## config.mk

```make
export PLATFORM = sky130hd
export DESIGN_NAME = e3_tx_overhead_error_insert
export DESIGN_NICKNAME = d
export VERILOG_FILES = /design/src/e3_tx_pkg.sv /design/src/err_trigger_capture.sv /design/src/e3_tx_overhead_error_insert.sv
export SDC_FILE = /design/constraint.sdc
export NUM_CORES = 1
export LEC_CHECK = 0
export BUFFER_PORTS_ARGS = -buffer_cell sky130_fd_sc_hd__buf_2
export CAP_MARGIN = 20
export CORE_MARGIN = 1.5
export CORE_UTILIZATION = 35
export DETAILED_ROUTE_END_ITERATION = 16
export PLACE_DENSITY = 0.62
export REMOVE_ABC_BUFFERS = 1
export SETUP_SLACK_MARGIN = 0.4
export SYNTH_ARGS = -nofsm -noshare
export SYNTH_HDL_FRONTEND = slang
export SYNTH_SLANG_ARGS = --single-unit
```

## constraint.sdc

```tcl
create_clock -name clk_i -period 3.23 [get_ports clk_i]
set_clock_uncertainty 0.15 [all_clocks]
set_input_delay 0 -clock clk_i [delete_from_list [all_inputs] [get_ports clk_i]]
set_output_delay 0 -clock clk_i [all_outputs]
set_load 0.005 [all_outputs]
```

## src/e3_tx_pkg.sv

```systemverilog
// Shared constants, enumerations and carrier structs for the E3 transmit overhead block
package e3_tx_pkg;
  // Wishbone geometry
  localparam int unsigned ADR_W = 12;
  localparam int unsigned DAT_W = 32;
  // Register indices; byte address is four times the index
  localparam logic [9:0] TX_CTRL_IDX = 10'h118;
  localparam logic [9:0] TX_ERR_IDX = 10'h11A;
  // Reset values
  localparam logic [15:0] TX_CTRL_RST = 16'h0000;
  localparam logic [15:0] TX_ERR_RST = 16'h0000;
  // Writable bits; reserved bits stay zero
  localparam logic [15:0] TX_CTRL_MASK = 16'h030F;
  localparam logic [15:0] TX_ERR_MASK = 16'h001F;
  // Control register field positions
  localparam int unsigned N_SEL_LSB = 8;
  localparam int unsigned A_SEL_LSB = 2;
  localparam int unsigned FGD_BIT = 1;
  localparam int unsigned AIS_BIT = 0;
  // Error insertion register field positions
  localparam int unsigned ERR_TYPE_LSB = 3;
  localparam int unsigned ERR_EN_BIT = 2;
  localparam int unsigned SW_INS_BIT = 1;
  localparam int unsigned TRIG_SEL_BIT = 0;
  // Frame layout
  localparam int unsigned FRAME_BITS_DEF = 1536;
  localparam logic [10:0] FAS_LEN = 11'h00A;
  localparam logic [10:0] A_POS = 11'h00A;
  localparam logic [10:0] N_POS = 11'h00B;
  localparam logic [3:0] FAS_MSB = 4'h9;
  localparam logic [9:0] FAS_WORD = 10'h3D0;
  // Frames hit by one error request
  localparam logic [2:0] SINGLE_FRAMES = 3'h1;
  localparam logic [2:0] BURST_FRAMES = 3'h4;

  // N bit sources
  typedef enum logic [1:0] {
    N_ONE = 2'b00,
    N_HDLC = 2'b01,
    N_FEAC = 2'b10,
    N_ZERO = 2'b11
  } n_src_t;
  // A bit sources
  typedef enum logic [1:0] {
    A_AUTO = 2'b00,
    A_FEAC = 2'b01,
    A_ZERO = 2'b10,
    A_ONE = 2'b11
  } a_src_t;
  // Framing error kinds
  typedef enum logic [1:0] {
    ERR_BIT_ONE = 2'b00,
    ERR_WORD_ONE = 2'b01,
    ERR_BIT_FOUR = 2'b10,
    ERR_WORD_FOUR = 2'b11
  } err_type_t;
  // Burst sequencer states
  typedef enum logic [0:0] {
    ST_IDLE = 1'b0,
    ST_BURST = 1'b1
  } burst_state_t;

  // Receive-side defect levels
  typedef struct packed {
    logic lof;
    logic ais;
    logic oof;
    logic los;
  } rx_alarm_t;
  // Receive-side remote alarm enable and disable bits
  typedef struct packed {
    logic lof_en;
    logic ais_dis;
    logic oof_dis;
    logic los_dis;
  } rai_cfg_t;
endpackage

```

## src/err_trigger_capture.sv

```systemverilog
// Error request capture: pin synchroniser, trigger select and pending flag
`timescale 1ns/1ps
`default_nettype none
module err_trigger_capture (
  input wire logic clk_i,
  input wire logic rst_i,
  input wire logic trig_sel_i,
  input wire logic sw_insert_i,
  input wire logic ext_insert_i,
  input wire logic enable_i,
  input wire logic consume_i,
  output logic pending_o
);
  logic ext_meta_reg; // First synchroniser stage
  logic ext_sync_reg; // Second synchroniser stage
  logic level_prev_reg; // Selected trigger level, one cycle old
  logic sel_level; // Trigger level after source select
  logic rise; // Rising edge of selected trigger

  // Two-stage synchroniser for the pin
  always_ff @(posedge clk_i) begin
    if (rst_i) begin
      ext_meta_reg <= 1'b0;
      ext_sync_reg <= 1'b0;
    end else begin
      ext_meta_reg <= ext_insert_i;
      ext_sync_reg <= ext_meta_reg;
    end
  end

  // Source select; switching while a source is high can make an edge
  assign sel_level = trig_sel_i ? ext_sync_reg : sw_insert_i;
  assign rise = sel_level & ~level_prev_reg;

  // Edge history
  always_ff @(posedge clk_i) begin
    if (rst_i) begin
      level_prev_reg <= 1'b0;
    end else begin
      level_prev_reg <= sel_level;
    end
  end

  // Pending flag: many edges fold into one; set wins over consume
  always_ff @(posedge clk_i) begin
    if (rst_i) begin
      pending_o <= 1'b0;
    end else if (rise && enable_i) begin
      pending_o <= 1'b1;
    end else if (consume_i) begin
      pending_o <= 1'b0;
    end
  end
endmodule
`default_nettype wire

```

## src/e3_tx_overhead_error_insert.sv

```systemverilog
// E3 transmit overhead source select, alarm forcing and framing error insertion
//
// Decided for this implementation: the Wishbone slave port.
`timescale 1ns/1ps
`default_nettype none
// Behaviour
// - N bit: one, HDLC, FEAC or zero
// - A bit: auto alarm, FEAC, zero or one
// - Both on FEAC share one stream
// - Generation disable passes overhead through unchanged
// - Errors and alarm still overwrite when disabled
// - Alarm bit forces every output bit one
// - Error type: bit/word, one/four frames
// - No insertion while insertion enable is zero; a burst already running still errors its remaining frames
// - Software bit rising edge requests one error
// - Repeated edges before opportunity give one error
// - Trigger select: software bit or external pin
// - Changing trigger select may insert one error
// - Auto A bit reports receive defects
module e3_tx_overhead_error_insert #(
  parameter int unsigned FRAME_BITS = e3_tx_pkg::FRAME_BITS_DEF
) (
  input wire logic clk_i,
  input wire logic rst_i,
  // Wishbone classic slave
  input wire logic wb_cyc_i,
  input wire logic wb_stb_i,
  input wire logic wb_we_i,
  input wire logic [e3_tx_pkg::ADR_W-1:0] wb_adr_i,
  input wire logic [3:0] wb_sel_i,
  input wire logic [e3_tx_pkg::DAT_W-1:0] wb_dat_i,
  output logic [e3_tx_pkg::DAT_W-1:0] wb_dat_o,
  output logic wb_ack_o,
  // Incoming payload stream
  input wire logic tx_valid_i,
  input wire logic tx_sof_i,
  input wire logic tx_data_i,
  // Overhead sources
  input wire logic hdlc_bit_i,
  input wire logic feac_bit_i,
  input wire e3_tx_pkg::rx_alarm_t rx_alarm_i,
  input wire e3_tx_pkg::rai_cfg_t rai_cfg_i,
  // External error trigger pin
  input wire logic ext_err_insert_in_i,
  // Outgoing line stream
  output logic tx_valid_o,
  output logic tx_data_o,
  output logic tx_sof_o
);
  import e3_tx_pkg::*;

  localparam logic [10:0] FRAME_LAST = 11'(FRAME_BITS - 1); // Last bit position

  logic [15:0] tx_ctrl_reg; // Control register
  logic [15:0] tx_err_reg; // Error insertion register
  logic [10:0] pos_reg; // Position of the next bit
  logic [10:0] cur_pos; // Position of the bit in flight
  logic feac_reg; // FEAC bit held for the frame
  logic feac_now; // FEAC bit for the bit in flight
  logic [2:0] left_reg; // Errored frames left, current included
  logic [2:0] left_now; // Errored frames count for the bit in flight
  logic word_reg; // Burst uses word errors
  logic word_now; // Word flag for the bit in flight
  burst_state_t state_reg; // Burst sequencer state
  burst_state_t state_next; // Next sequencer state
  logic [2:0] left_next; // Next frames-left value
  logic word_next; // Next word flag
  logic opportunity; // First bit of a frame
  logic pending; // Error requested, not yet applied
  logic start; // Request taken at this opportunity
  logic rai; // Automatic remote alarm level
  logic n_bit; // Selected N bit value
  logic a_bit; // Selected A bit value
  logic bit_next; // Outgoing bit value
  logic fas_exp; // Generated framing bit, used by output and assertions
  logic wb_req; // New bus request
  logic wb_wr; // Write takes effect now
  logic [15:0] rd_data; // Read data mux
  logic [15:0] wr_mask; // Byte lane mask

  // Control field views
  n_src_t n_sel;
  a_src_t a_sel;
  err_type_t err_type;
  logic fgd;
  logic ais;
  logic err_en;

  assign n_sel = n_src_t'(tx_ctrl_reg[N_SEL_LSB +: 2]);
  assign a_sel = a_src_t'(tx_ctrl_reg[A_SEL_LSB +: 2]);
  assign fgd = tx_ctrl_reg[FGD_BIT];
  assign ais = tx_ctrl_reg[AIS_BIT];
  assign err_type = err_type_t'(tx_err_reg[ERR_TYPE_LSB +: 2]);
  assign err_en = tx_err_reg[ERR_EN_BIT];

  // Register index from a byte address
  function automatic logic [9:0] reg_index(input logic [ADR_W-1:0] adr);
    reg_index = adr[ADR_W-1:2];
  endfunction

  // Framing word bit for a position, first bit sent is the MSB
  function automatic logic fas_bit(input logic [10:0] pos);
    logic [3:0] idx;
    idx = FAS_MSB - pos[3:0];
    fas_bit = FAS_WORD[idx];
  endfunction

  // Bus handshake terms
  assign wb_req = wb_cyc_i & wb_stb_i & ~wb_ack_o;
  assign wb_wr = wb_cyc_i & wb_stb_i & wb_we_i & wb_ack_o;
  assign wr_mask = {{8{wb_sel_i[1]}}, {8{wb_sel_i[0]}}};

  // Read mux, unmapped addresses read zero
  always_comb begin
    if (reg_index(wb_adr_i) == TX_CTRL_IDX) begin
      rd_data = tx_ctrl_reg;
    end else if (reg_index(wb_adr_i) == TX_ERR_IDX) begin
      rd_data = tx_err_reg;
    end else begin
      rd_data = 16'h0000;
    end
  end

  // Ack one cycle after the request, dropped the cycle after
  always_ff @(posedge clk_i) begin
    if (rst_i) begin
      wb_ack_o <= 1'b0;
    end else begin
      wb_ack_o <= wb_req;
    end
  end

  // Read data captured with the ack
  always_ff @(posedge clk_i) begin
    if (rst_i) begin
      wb_dat_o <= '0;
    end else if (wb_req) begin
      wb_dat_o <= {16'h0000, rd_data};
    end
  end

  // Register writes at the acked edge, reserved bits held zero
  always_ff @(posedge clk_i) begin
    if (rst_i) begin
      tx_ctrl_reg <= TX_CTRL_RST;
      tx_err_reg <= TX_ERR_RST;
    end else if (wb_wr) begin
      if (reg_index(wb_adr_i) == TX_CTRL_IDX) begin
        tx_ctrl_reg <= (tx_ctrl_reg & ~wr_mask) | (wb_dat_i[15:0] & wr_mask & TX_CTRL_MASK);
      end else if (reg_index(wb_adr_i) == TX_ERR_IDX) begin
        tx_err_reg <= (tx_err_reg & ~wr_mask) | (wb_dat_i[15:0] & wr_mask & TX_ERR_MASK);
      end
    end
  end

  // Frame position; start-of-frame realigns
  assign cur_pos = tx_sof_i ? 11'h000 : pos_reg;
  assign opportunity = tx_valid_i & (cur_pos == 11'h000);

  // Bit position counter
  always_ff @(posedge clk_i) begin
    if (rst_i) begin
      pos_reg <= 11'h000;
    end else if (tx_valid_i) begin
      pos_reg <= (cur_pos == FRAME_LAST) ? 11'h000 : cur_pos + 11'h001;
    end
  end

  // One FEAC bit per frame, shared by N and A
  assign feac_now = opportunity ? feac_bit_i : feac_reg;
  always_ff @(posedge clk_i) begin
    if (rst_i) begin
      feac_reg <= 1'b0;
    end else if (opportunity) begin
      feac_reg <= feac_bit_i;
    end
  end

  // Request capture and trigger select
  err_trigger_capture u_trig (
    .clk_i(clk_i),
    .rst_i(rst_i),
    .trig_sel_i(tx_err_reg[TRIG_SEL_BIT]),
    .sw_insert_i(tx_err_reg[SW_INS_BIT]),
    .ext_insert_i(ext_err_insert_in_i),
    .enable_i(err_en),
    .consume_i(start),
    .pending_o(pending)
  );

  // Request taken at a frame start when no burst runs
  assign start = opportunity & pending & err_en & (state_reg == ST_IDLE);

  // Burst sequencer next state
  always_comb begin
    state_next = state_reg;
    left_next = left_reg;
    word_next = word_reg;
    case (state_reg)
      ST_IDLE: begin
        if (start) begin
          state_next = ST_BURST;
          word_next = (err_type == ERR_WORD_ONE) || (err_type == ERR_WORD_FOUR);
          left_next = ((err_type == ERR_BIT_FOUR) || (err_type == ERR_WORD_FOUR)) ? BURST_FRAMES
                      : SINGLE_FRAMES;
        end
      end
      ST_BURST: begin
        if (opportunity) begin
          if (left_reg > SINGLE_FRAMES) begin
            left_next = left_reg - SINGLE_FRAMES;
          end else begin
            left_next = 3'h0;
            state_next = ST_IDLE;
          end
        end
      end
      default: begin
        state_next = ST_IDLE;
        left_next = 3'h0;
      end
    endcase
  end

  // Burst applies to the frame that starts now
  assign left_now = opportunity ? left_next : left_reg;
  assign word_now = opportunity ? word_next : word_reg;

  // Burst sequencer state
  always_ff @(posedge clk_i) begin
    if (rst_i) begin
      state_reg <= ST_IDLE;
      left_reg <= 3'h0;
      word_reg <= 1'b0;
    end else begin
      state_reg <= state_next;
      left_reg <= left_next;
      word_reg <= word_next;
    end
  end

  // Automatic remote alarm from receive defects
  assign rai = (rx_alarm_i.los & ~rai_cfg_i.los_dis) | (rx_alarm_i.oof & ~rai_cfg_i.oof_dis)
               | (rx_alarm_i.ais & ~rai_cfg_i.ais_dis) | (rx_alarm_i.lof & rai_cfg_i.lof_en);

  // N bit source select
  always_comb begin
    case (n_sel)
      N_ONE: n_bit = 1'b1;
      N_HDLC: n_bit = hdlc_bit_i;
      N_FEAC: n_bit = feac_now;
      default: n_bit = 1'b0;
    endcase
  end

  // A bit source select
  always_comb begin
    case (a_sel)
      A_AUTO: a_bit = rai;
      A_FEAC: a_bit = feac_now;
      A_ZERO: a_bit = 1'b0;
      default: a_bit = 1'b1;
    endcase
  end

  assign fas_exp = fas_bit(cur_pos);

  // Outgoing bit: framing, overhead, errors, then alarm
  always_comb begin
    bit_next = tx_data_i;
    if (!fgd) begin
      if (cur_pos < FAS_LEN) begin
        bit_next = fas_exp;
      end else if (cur_pos == A_POS) begin
        bit_next = a_bit;
      end else if (cur_pos == N_POS) begin
        bit_next = n_bit;
      end
    end
    // Errors flip framing bits after any source choice
    if ((left_now != 3'h0) && (cur_pos < FAS_LEN) && (word_now || (cur_pos == 11'h000))) begin
      bit_next = ~bit_next;
    end
    // Alarm overrides everything, errors included
    if (ais) begin
      bit_next = 1'b1;
    end
  end

  // Output stage
  always_ff @(posedge clk_i) begin
    if (rst_i) begin
      tx_valid_o <= 1'b0;
      tx_data_o <= 1'b0;
      tx_sof_o <= 1'b0;
    end else begin
      tx_valid_o <= tx_valid_i;
      tx_data_o <= tx_valid_i ? bit_next : 1'b0;
      tx_sof_o <= opportunity;
    end
  end
endmodule
`default_nettype wire

```

==> qor.yml, run 1 <==
critical_path:
  start_kind: "flop"
  path_max_fanout: 5
  critPathRequiredTime_ns: 3.31
  endpoint_kind: "flop"
  crit_type: "reg2reg"
  ff2ff_path_depth: 9
  critPathArrivalTime_ns: 2.69
final_layout:
  layout_commonest_cell: "dfxtp_1"
  drive_gt1_frac: 0.218
  diodes: 0
  mostFrequentLayoutCells: "dfxtp_1 (73), buf_2 (57), nor2_1 (34), nand2_1 (33), a21oi_1 (31)"
  fin_area_sq_um: 4130
  final_nets: 533
  syn_to_final_growth_pct: 19.1
sta:
  final-hold-violation-count: 0
  timing.fmax_ghz: 0.383
  fin_tns_setup_ns: 0
  setup_violations: 0
  drv_slew: 0
  rsz0062_at_grt: "no"
  fin_crit_sh: 0.808
  slew_headroom: 0.469
  worst_pin_slew_ns: 0.796
  finalCriticalPeriod_ns: 2.61
  hold_slack_ns: 0.0113
detailed_routing:
  wl_per_cell_um: 13.1
  ant_nets: 0
  dr.pass1.iters: 4
  drtIter0Drc: 114
  drc: 0
  via_per_inst: 4.93
  wl_um: 7810
  route.vias.total: 2941
pwr:
  p_sw_frac: 0.242
  internal-power_w: 0.00134
  p_leak_nw: 1.72
  powerDensity_nw_per_um2: 427
  clkPwrFrac: 0.414
  ir_drop_mv: 0.230
  p_total_w: 0.00177
  power_switching_w: 0.000427
  power_frac_comb: 0.072
  power_frac_seq: 0.514
floorplan:
  dieArea_sq_um: 10500
  core_area_sq_um: 9680
  die_y_um: 103
  io-pin-count: 103
  die_width_um: 103
  rows: 36
  start_util: 0.359
logic_synthesis:
  syn_area_sq_um: 3470
  ys_seq_area_frac: 0.421
  synth_top_area_frac: 0.421
  avgSynthCellArea_sq_um: 8.75
  synth_area_leaders: "dfxtp_1 (42%), a21oi_1 (4.5%), and2_1 (4.3%)"
  ys_warn_count: 0
  synth_ff_type: "dfxtp_1"
  ys_async_sr_fraction: 0
  yosysTopAreaCell: "dfxtp_1"
  synth_edf_count: 0
  syn_inst: 397
  ys_ff_latch: 73
  synth_cell_types: 56
clocking:
  cts_htree_levels: 3
  cts.sinks: 73
  cts_made_buffers: 9
  cts_tree: "yes"
  clk_latency_ns: 0.34
  clockRootBuffer: "clkbuf_8"
  post-cts-setup-buffer-count: 0
  clockBufferDepth: 2
  clkTransAtPathRegs_ns: 0.08
global_routing:
  grt_pass1_wl_um: 12600
  track_usage: 0.152
  grt_max_degree: 43
  grt_pass1_vias: 2749
  grt_overflow_total: 0
  antenna_found_initial: 0
place:
  dpl-instance-area_sq_um: 3800
  hpwl_um: 5420
  gp_congestion: 0.819
  port_buffers: 57
run:
  maxCapViolations: 0
hold_path:
  holdPathStages: 5
  holdCritPathClass: "in2reg"
status:
  outcome: "finished, final reports clean"
## final cells by class
class | instances | area, sq um
fill | 990 | 5550
multi-input combinational | 290 | 1830
sequential | 73 | 1460
timing repair buffer | 72 | 428
tap | 133 | 166
clock buffer | 10 | 138
clock inverter | 6 | 66.3
inverter | 13 | 48.8
## what timing repair did
item                                    CTS  global route
gates resized for setup                   0             1
endpoints found under the setup margin    0             4
endpoints found under the hold margin    25             0
hold buffers                             12             0
## metrics by stage
step | setup slack [ns] | std cells | utilization
2_1_floorplan | 0.903 | 376 | -
3_3_place_gp | 0.584 | 569 | 0.393
3_5_place_dp | 0.537 | 569 | 0.393
4_1_cts | 0.609 | 597 | 0.426
5_1_grt | 0.454 | 597 | 0.427
6_report | 0.620 | 597 | 0.427
## path summary, 6_finish.rpt
path | start | endpoint | slack [ns]
setup / recovery | pos_reg[0] | tx_data_o | 0.62
hold / removal | wb_sel_i[1] | flop | 0.01
setup reg to reg | pos_reg[0] | tx_data_o | 0.62
hold reg to reg | wb_dat_o[12] | wb_dat_o[12] | 0.30
## layer usage
layer	wire, um	GRT usage	share of wire
met1	3690	0.189	0.47
met3	277	0.0231	0.035
met2	3620	0.253	0.46
met4	222	0.0864	0.028
met5	0	0	0
## critical path: stages, from the launching register on
cell	delay, ns
dfxtp_1	0.34
nand2b_1	0.13
ha_1	0.23
nor4bb_2	0.50
a31oi_4	0.19
mux2i_1	0.18
a311oi_1	0.36
o221ai_2	0.16
xor2_1	0.20
a21boi_1	0.08
## cell families after synthesis
family / count (synthesis) / synth area share
xor+xnor: 1 / 0.00252
compound gates: 86 / 0.163
buf+inv: 49 / 0.0710
fa+ha+maj: 7 / 0.0252
simple gates: 157 / 0.246
mux: 23 / 0.0710
flops: 73 / 0.421
other cells: 1 / 0.00108
## cells in the mapped netlist (2+ instances only)
cell       number
nor2b_1         5
a21oi_1        31
a22oi_1         4
clkbuf_1       17
dfxtp_1        73
mux2i_1        10
nand4_1         2
ha_1            7
nor2_1         34
nor4bb_1        2
and2_1         24
a211oi_1        2
o2111ai_1       2
a31oi_1         5
buf_2           2
or3_1           2
nand3_1        18
o21ai_0        20
buf_4          16
nor4_1          2
nand2_1        33
and3_1          7
a32oi_1         6
o211ai_1        2
nand2b_1       13
mux2_2         13
inv_1          13
nor3b_1         4
## power by group through the flow
stage / logic, W / registers [W] / clock network [W]
floorplan: 0.0000522 / 0.000929 / 0
global placement: 0.000113 / 0.000929 / 0
detailed placement: 0.000116 / 0.000930 / 0
CTS: 0.000127 / 0.000908 / 0.000750
global route: 0.000141 / 0.000909 / 0.000782
finish: 0.000127 / 0.000908 / 0.000732
No activity file was read; power rests on OpenSTA's default activity.
==> run 2: changes to the inputs <==
Settings changed: PLACE_DENSITY 0.62 to 0.64.
Clock period 3.23 ns to 2.1 ns, I/O delays scaled along.
==> run 2 against run 1 <==
Effect of this change: the flow now finishes with violations (setup timing); via count grew 8.5%; non-clock buffer count up 52; sequential cell count unchanged; global-route usage up 2.5 points; largest cell class unchanged; largest power group unchanged.
==> qor.yml, run 2 (synthesized netlist as in run 1, its figures left out) <==
pwr:
  ir_drop_mv: 0.407  # +77%
  p_leak_nw: 2.01  # +17%
  powerDensity_nw_per_um2: 560  # +31%
  p_total_w: 0.00271  # +54%
floorplan:
  core_area_sq_um: 9680  # unchanged
  die_y_um: 103  # unchanged
  start_util: 0.359  # unchanged
  rows: 36  # unchanged
  io-pin-count: 103  # unchanged
  die_width_um: 103  # unchanged
  dieArea_sq_um: 10500  # unchanged
global_routing:
  track_usage: 0.178  # +0.0252
  grt_max_degree: 29  # -33%
  grt_pass1_wl_um: 14600  # +17%
  grt_overflow_total: 0  # unchanged
  antenna_found_initial: 0  # unchanged
  grt_pass1_vias: 3111  # +13%
final_layout:
  stdcell_count: 649  # +8.7%
  final_nets: 585  # +9.8%
  fin_area_sq_um: 4850  # +17%
  diodes: 0  # unchanged
  mostFrequentLayoutCells: "dfxtp_1 (69), buf_2 (57), buf_4 (41), nor2_1 (32), nand2_1 (32)"
  syn_to_final_growth_pct: 39.6
  layout_commonest_cell: "dfxtp_1"
  drive_gt1_frac: 0.390  # +0.172
clocking:
  cts_htree_levels: 3  # unchanged
  clkTransAtPathRegs_ns: 0.08  # about the same
  cts.sinks: 73  # unchanged
  cts_made_buffers: 9  # unchanged
  cts_tree: "yes"
  clk_latency_ns: 0.34  # about the same
  clockBufferDepth: 2  # unchanged
  clockRootBuffer: "clkbuf_8"
detailed_routing:
  wl_per_cell_um: 14.1  # +7.6%
  dr.pass1.iters: 5  # +1
  route.vias.total: 3190  # +8.5%
  wl_um: 9140  # +17%
  drtIter0Drc: 96  # -16%
  via_per_inst: 4.92  # -0.22%
  ant_nets: 0  # unchanged
  drc: 0  # unchanged
sta:
  timing.fmax_ghz: 0.449  # +17%
  drv_slew: 0  # unchanged
  fin_tns_setup_ns: -0.128  # -0.128 ns
  fin_crit_sh: 1.06  # +0.253
  hold_slack_ns: 0.0259  # +0.0146 ns
  final-hold-violation-count: 0  # unchanged
  setup_violations: 1  # +1
  rsz0062_at_grt: "yes"
  finalCriticalPeriod_ns: 2.23  # -0.382 ns
  setup_slack_ns: -0.128  # -0.748 ns
  slew_headroom: 0.597  # +0.128
  worst_pin_slew_ns: 0.601  # -0.195 ns
critical_path:
  path_delay_family: "compound AO/OA/AOI/OAI gates"
  critPathArrivalTime_ns: 2.31  # -0.38 ns
  cpMaxStageDelayCell: "dfxtp_4"
  start_kind: "flop"
  worst-path-buf-inv: 1  # +1
  crit_start: "pos_reg[1]"
  critPathRequiredTime_ns: 2.18  # -1.13 ns
  path_max_fanout: 3  # -2
  crit_type: "reg2reg"
  max_stage_delay_ns: 0.37  # -0.13 ns
  reg2reg_from: "pos_reg[1]"
  crit_chain: "nand2b_4 -> ha_4 -> nor4bb_4 -> buf_4 -> a31oi_4 -> mux2i_2 -> a311oi_2 -> o221ai_2 -> xor2_1 -> a21boi_1"
  endpoint_kind: "flop"
place:
  dp.cells: 605  # +6.3%
  dpl-instance-area_sq_um: 4080  # +7.1%
  hpwl_um: 6070  # +12%
  port_buffers: 57  # unchanged
  gp_congestion: 0.865  # +5.7%
status:
  violations: "setup timing"
  outcome: "finished, violations left"
hold_path:
  holdCritStartpoint: "tx_data_i"
  holdCritPathClass: "in2reg"
run:
  maxCapViolations: 0  # unchanged
run 2: metrics by stage:
stage | setup WS (ns) | util
final | -0.128 | 0.500
after global routing | -0.201 | 0.500
after floorplan | -0.227 | -
after global placement | -0.160 | 0.421
after detailed placement | -0.324 | 0.421
after CTS | -0.116 | 0.485
run 2: path summary, 6_finish.rpt:
path / to / slack, ns / cells past startpoint
min reg2reg: wb_dat_o[15] / 0.30 / 2
max reg2reg: tx_data_o / -0.13 / 10
min: tx_data_o / 0.03 / 4
max: tx_data_o / -0.13 / 10
run 2: what timing repair did:
item,4_1_cts,5_1_grt
endpoints found under the setup margin,19,26
hold endpoints to repair,27,0
setup buffers,9,5
resized for setup,53,29
hold buffers,14,0
cloned,0,0
pin swaps,27,22
run 2: worst min-delay path: stages:
cell and delay (ns):
buf_2 0.11, o221ai_2 0.11, xor2_1 0.17, a21boi_1 0.08
run 2: routing by layer:
layer | share of wire | wire [um] | GRT usage
met1 | 0.46 | 4240 | 0.233
met5 | 0 | 0 | 0
met2 | 0.48 | 4360 | 0.284
met4 | 0.022 | 199 | 0.0864
met3 | 0.037 | 337 | 0.0305
run 2: power by group:
group	internal, W	total (W)	leakage (nW)	switching (W)
Sequential	0.00139	0.00140	0.592	0.00000593
Combinational	0.000132	0.000273	1.32	0.000141
Clock	0.000476	0.00104	0.0899	0.000568
run 2: area by class of cell:
| type | count | area, sq um |
|---|---|---|
| sequential | 73 | 1470 |
| clock buffer | 10 | 138 |
| clock inverter | 6 | 50.0 |
| tap | 133 | 166 |
| inverter | 13 | 51.3 |
| multi-input combinational | 290 | 2100 |
| fill | 887 | 4840 |
| timing repair buffer | 124 | 868 |
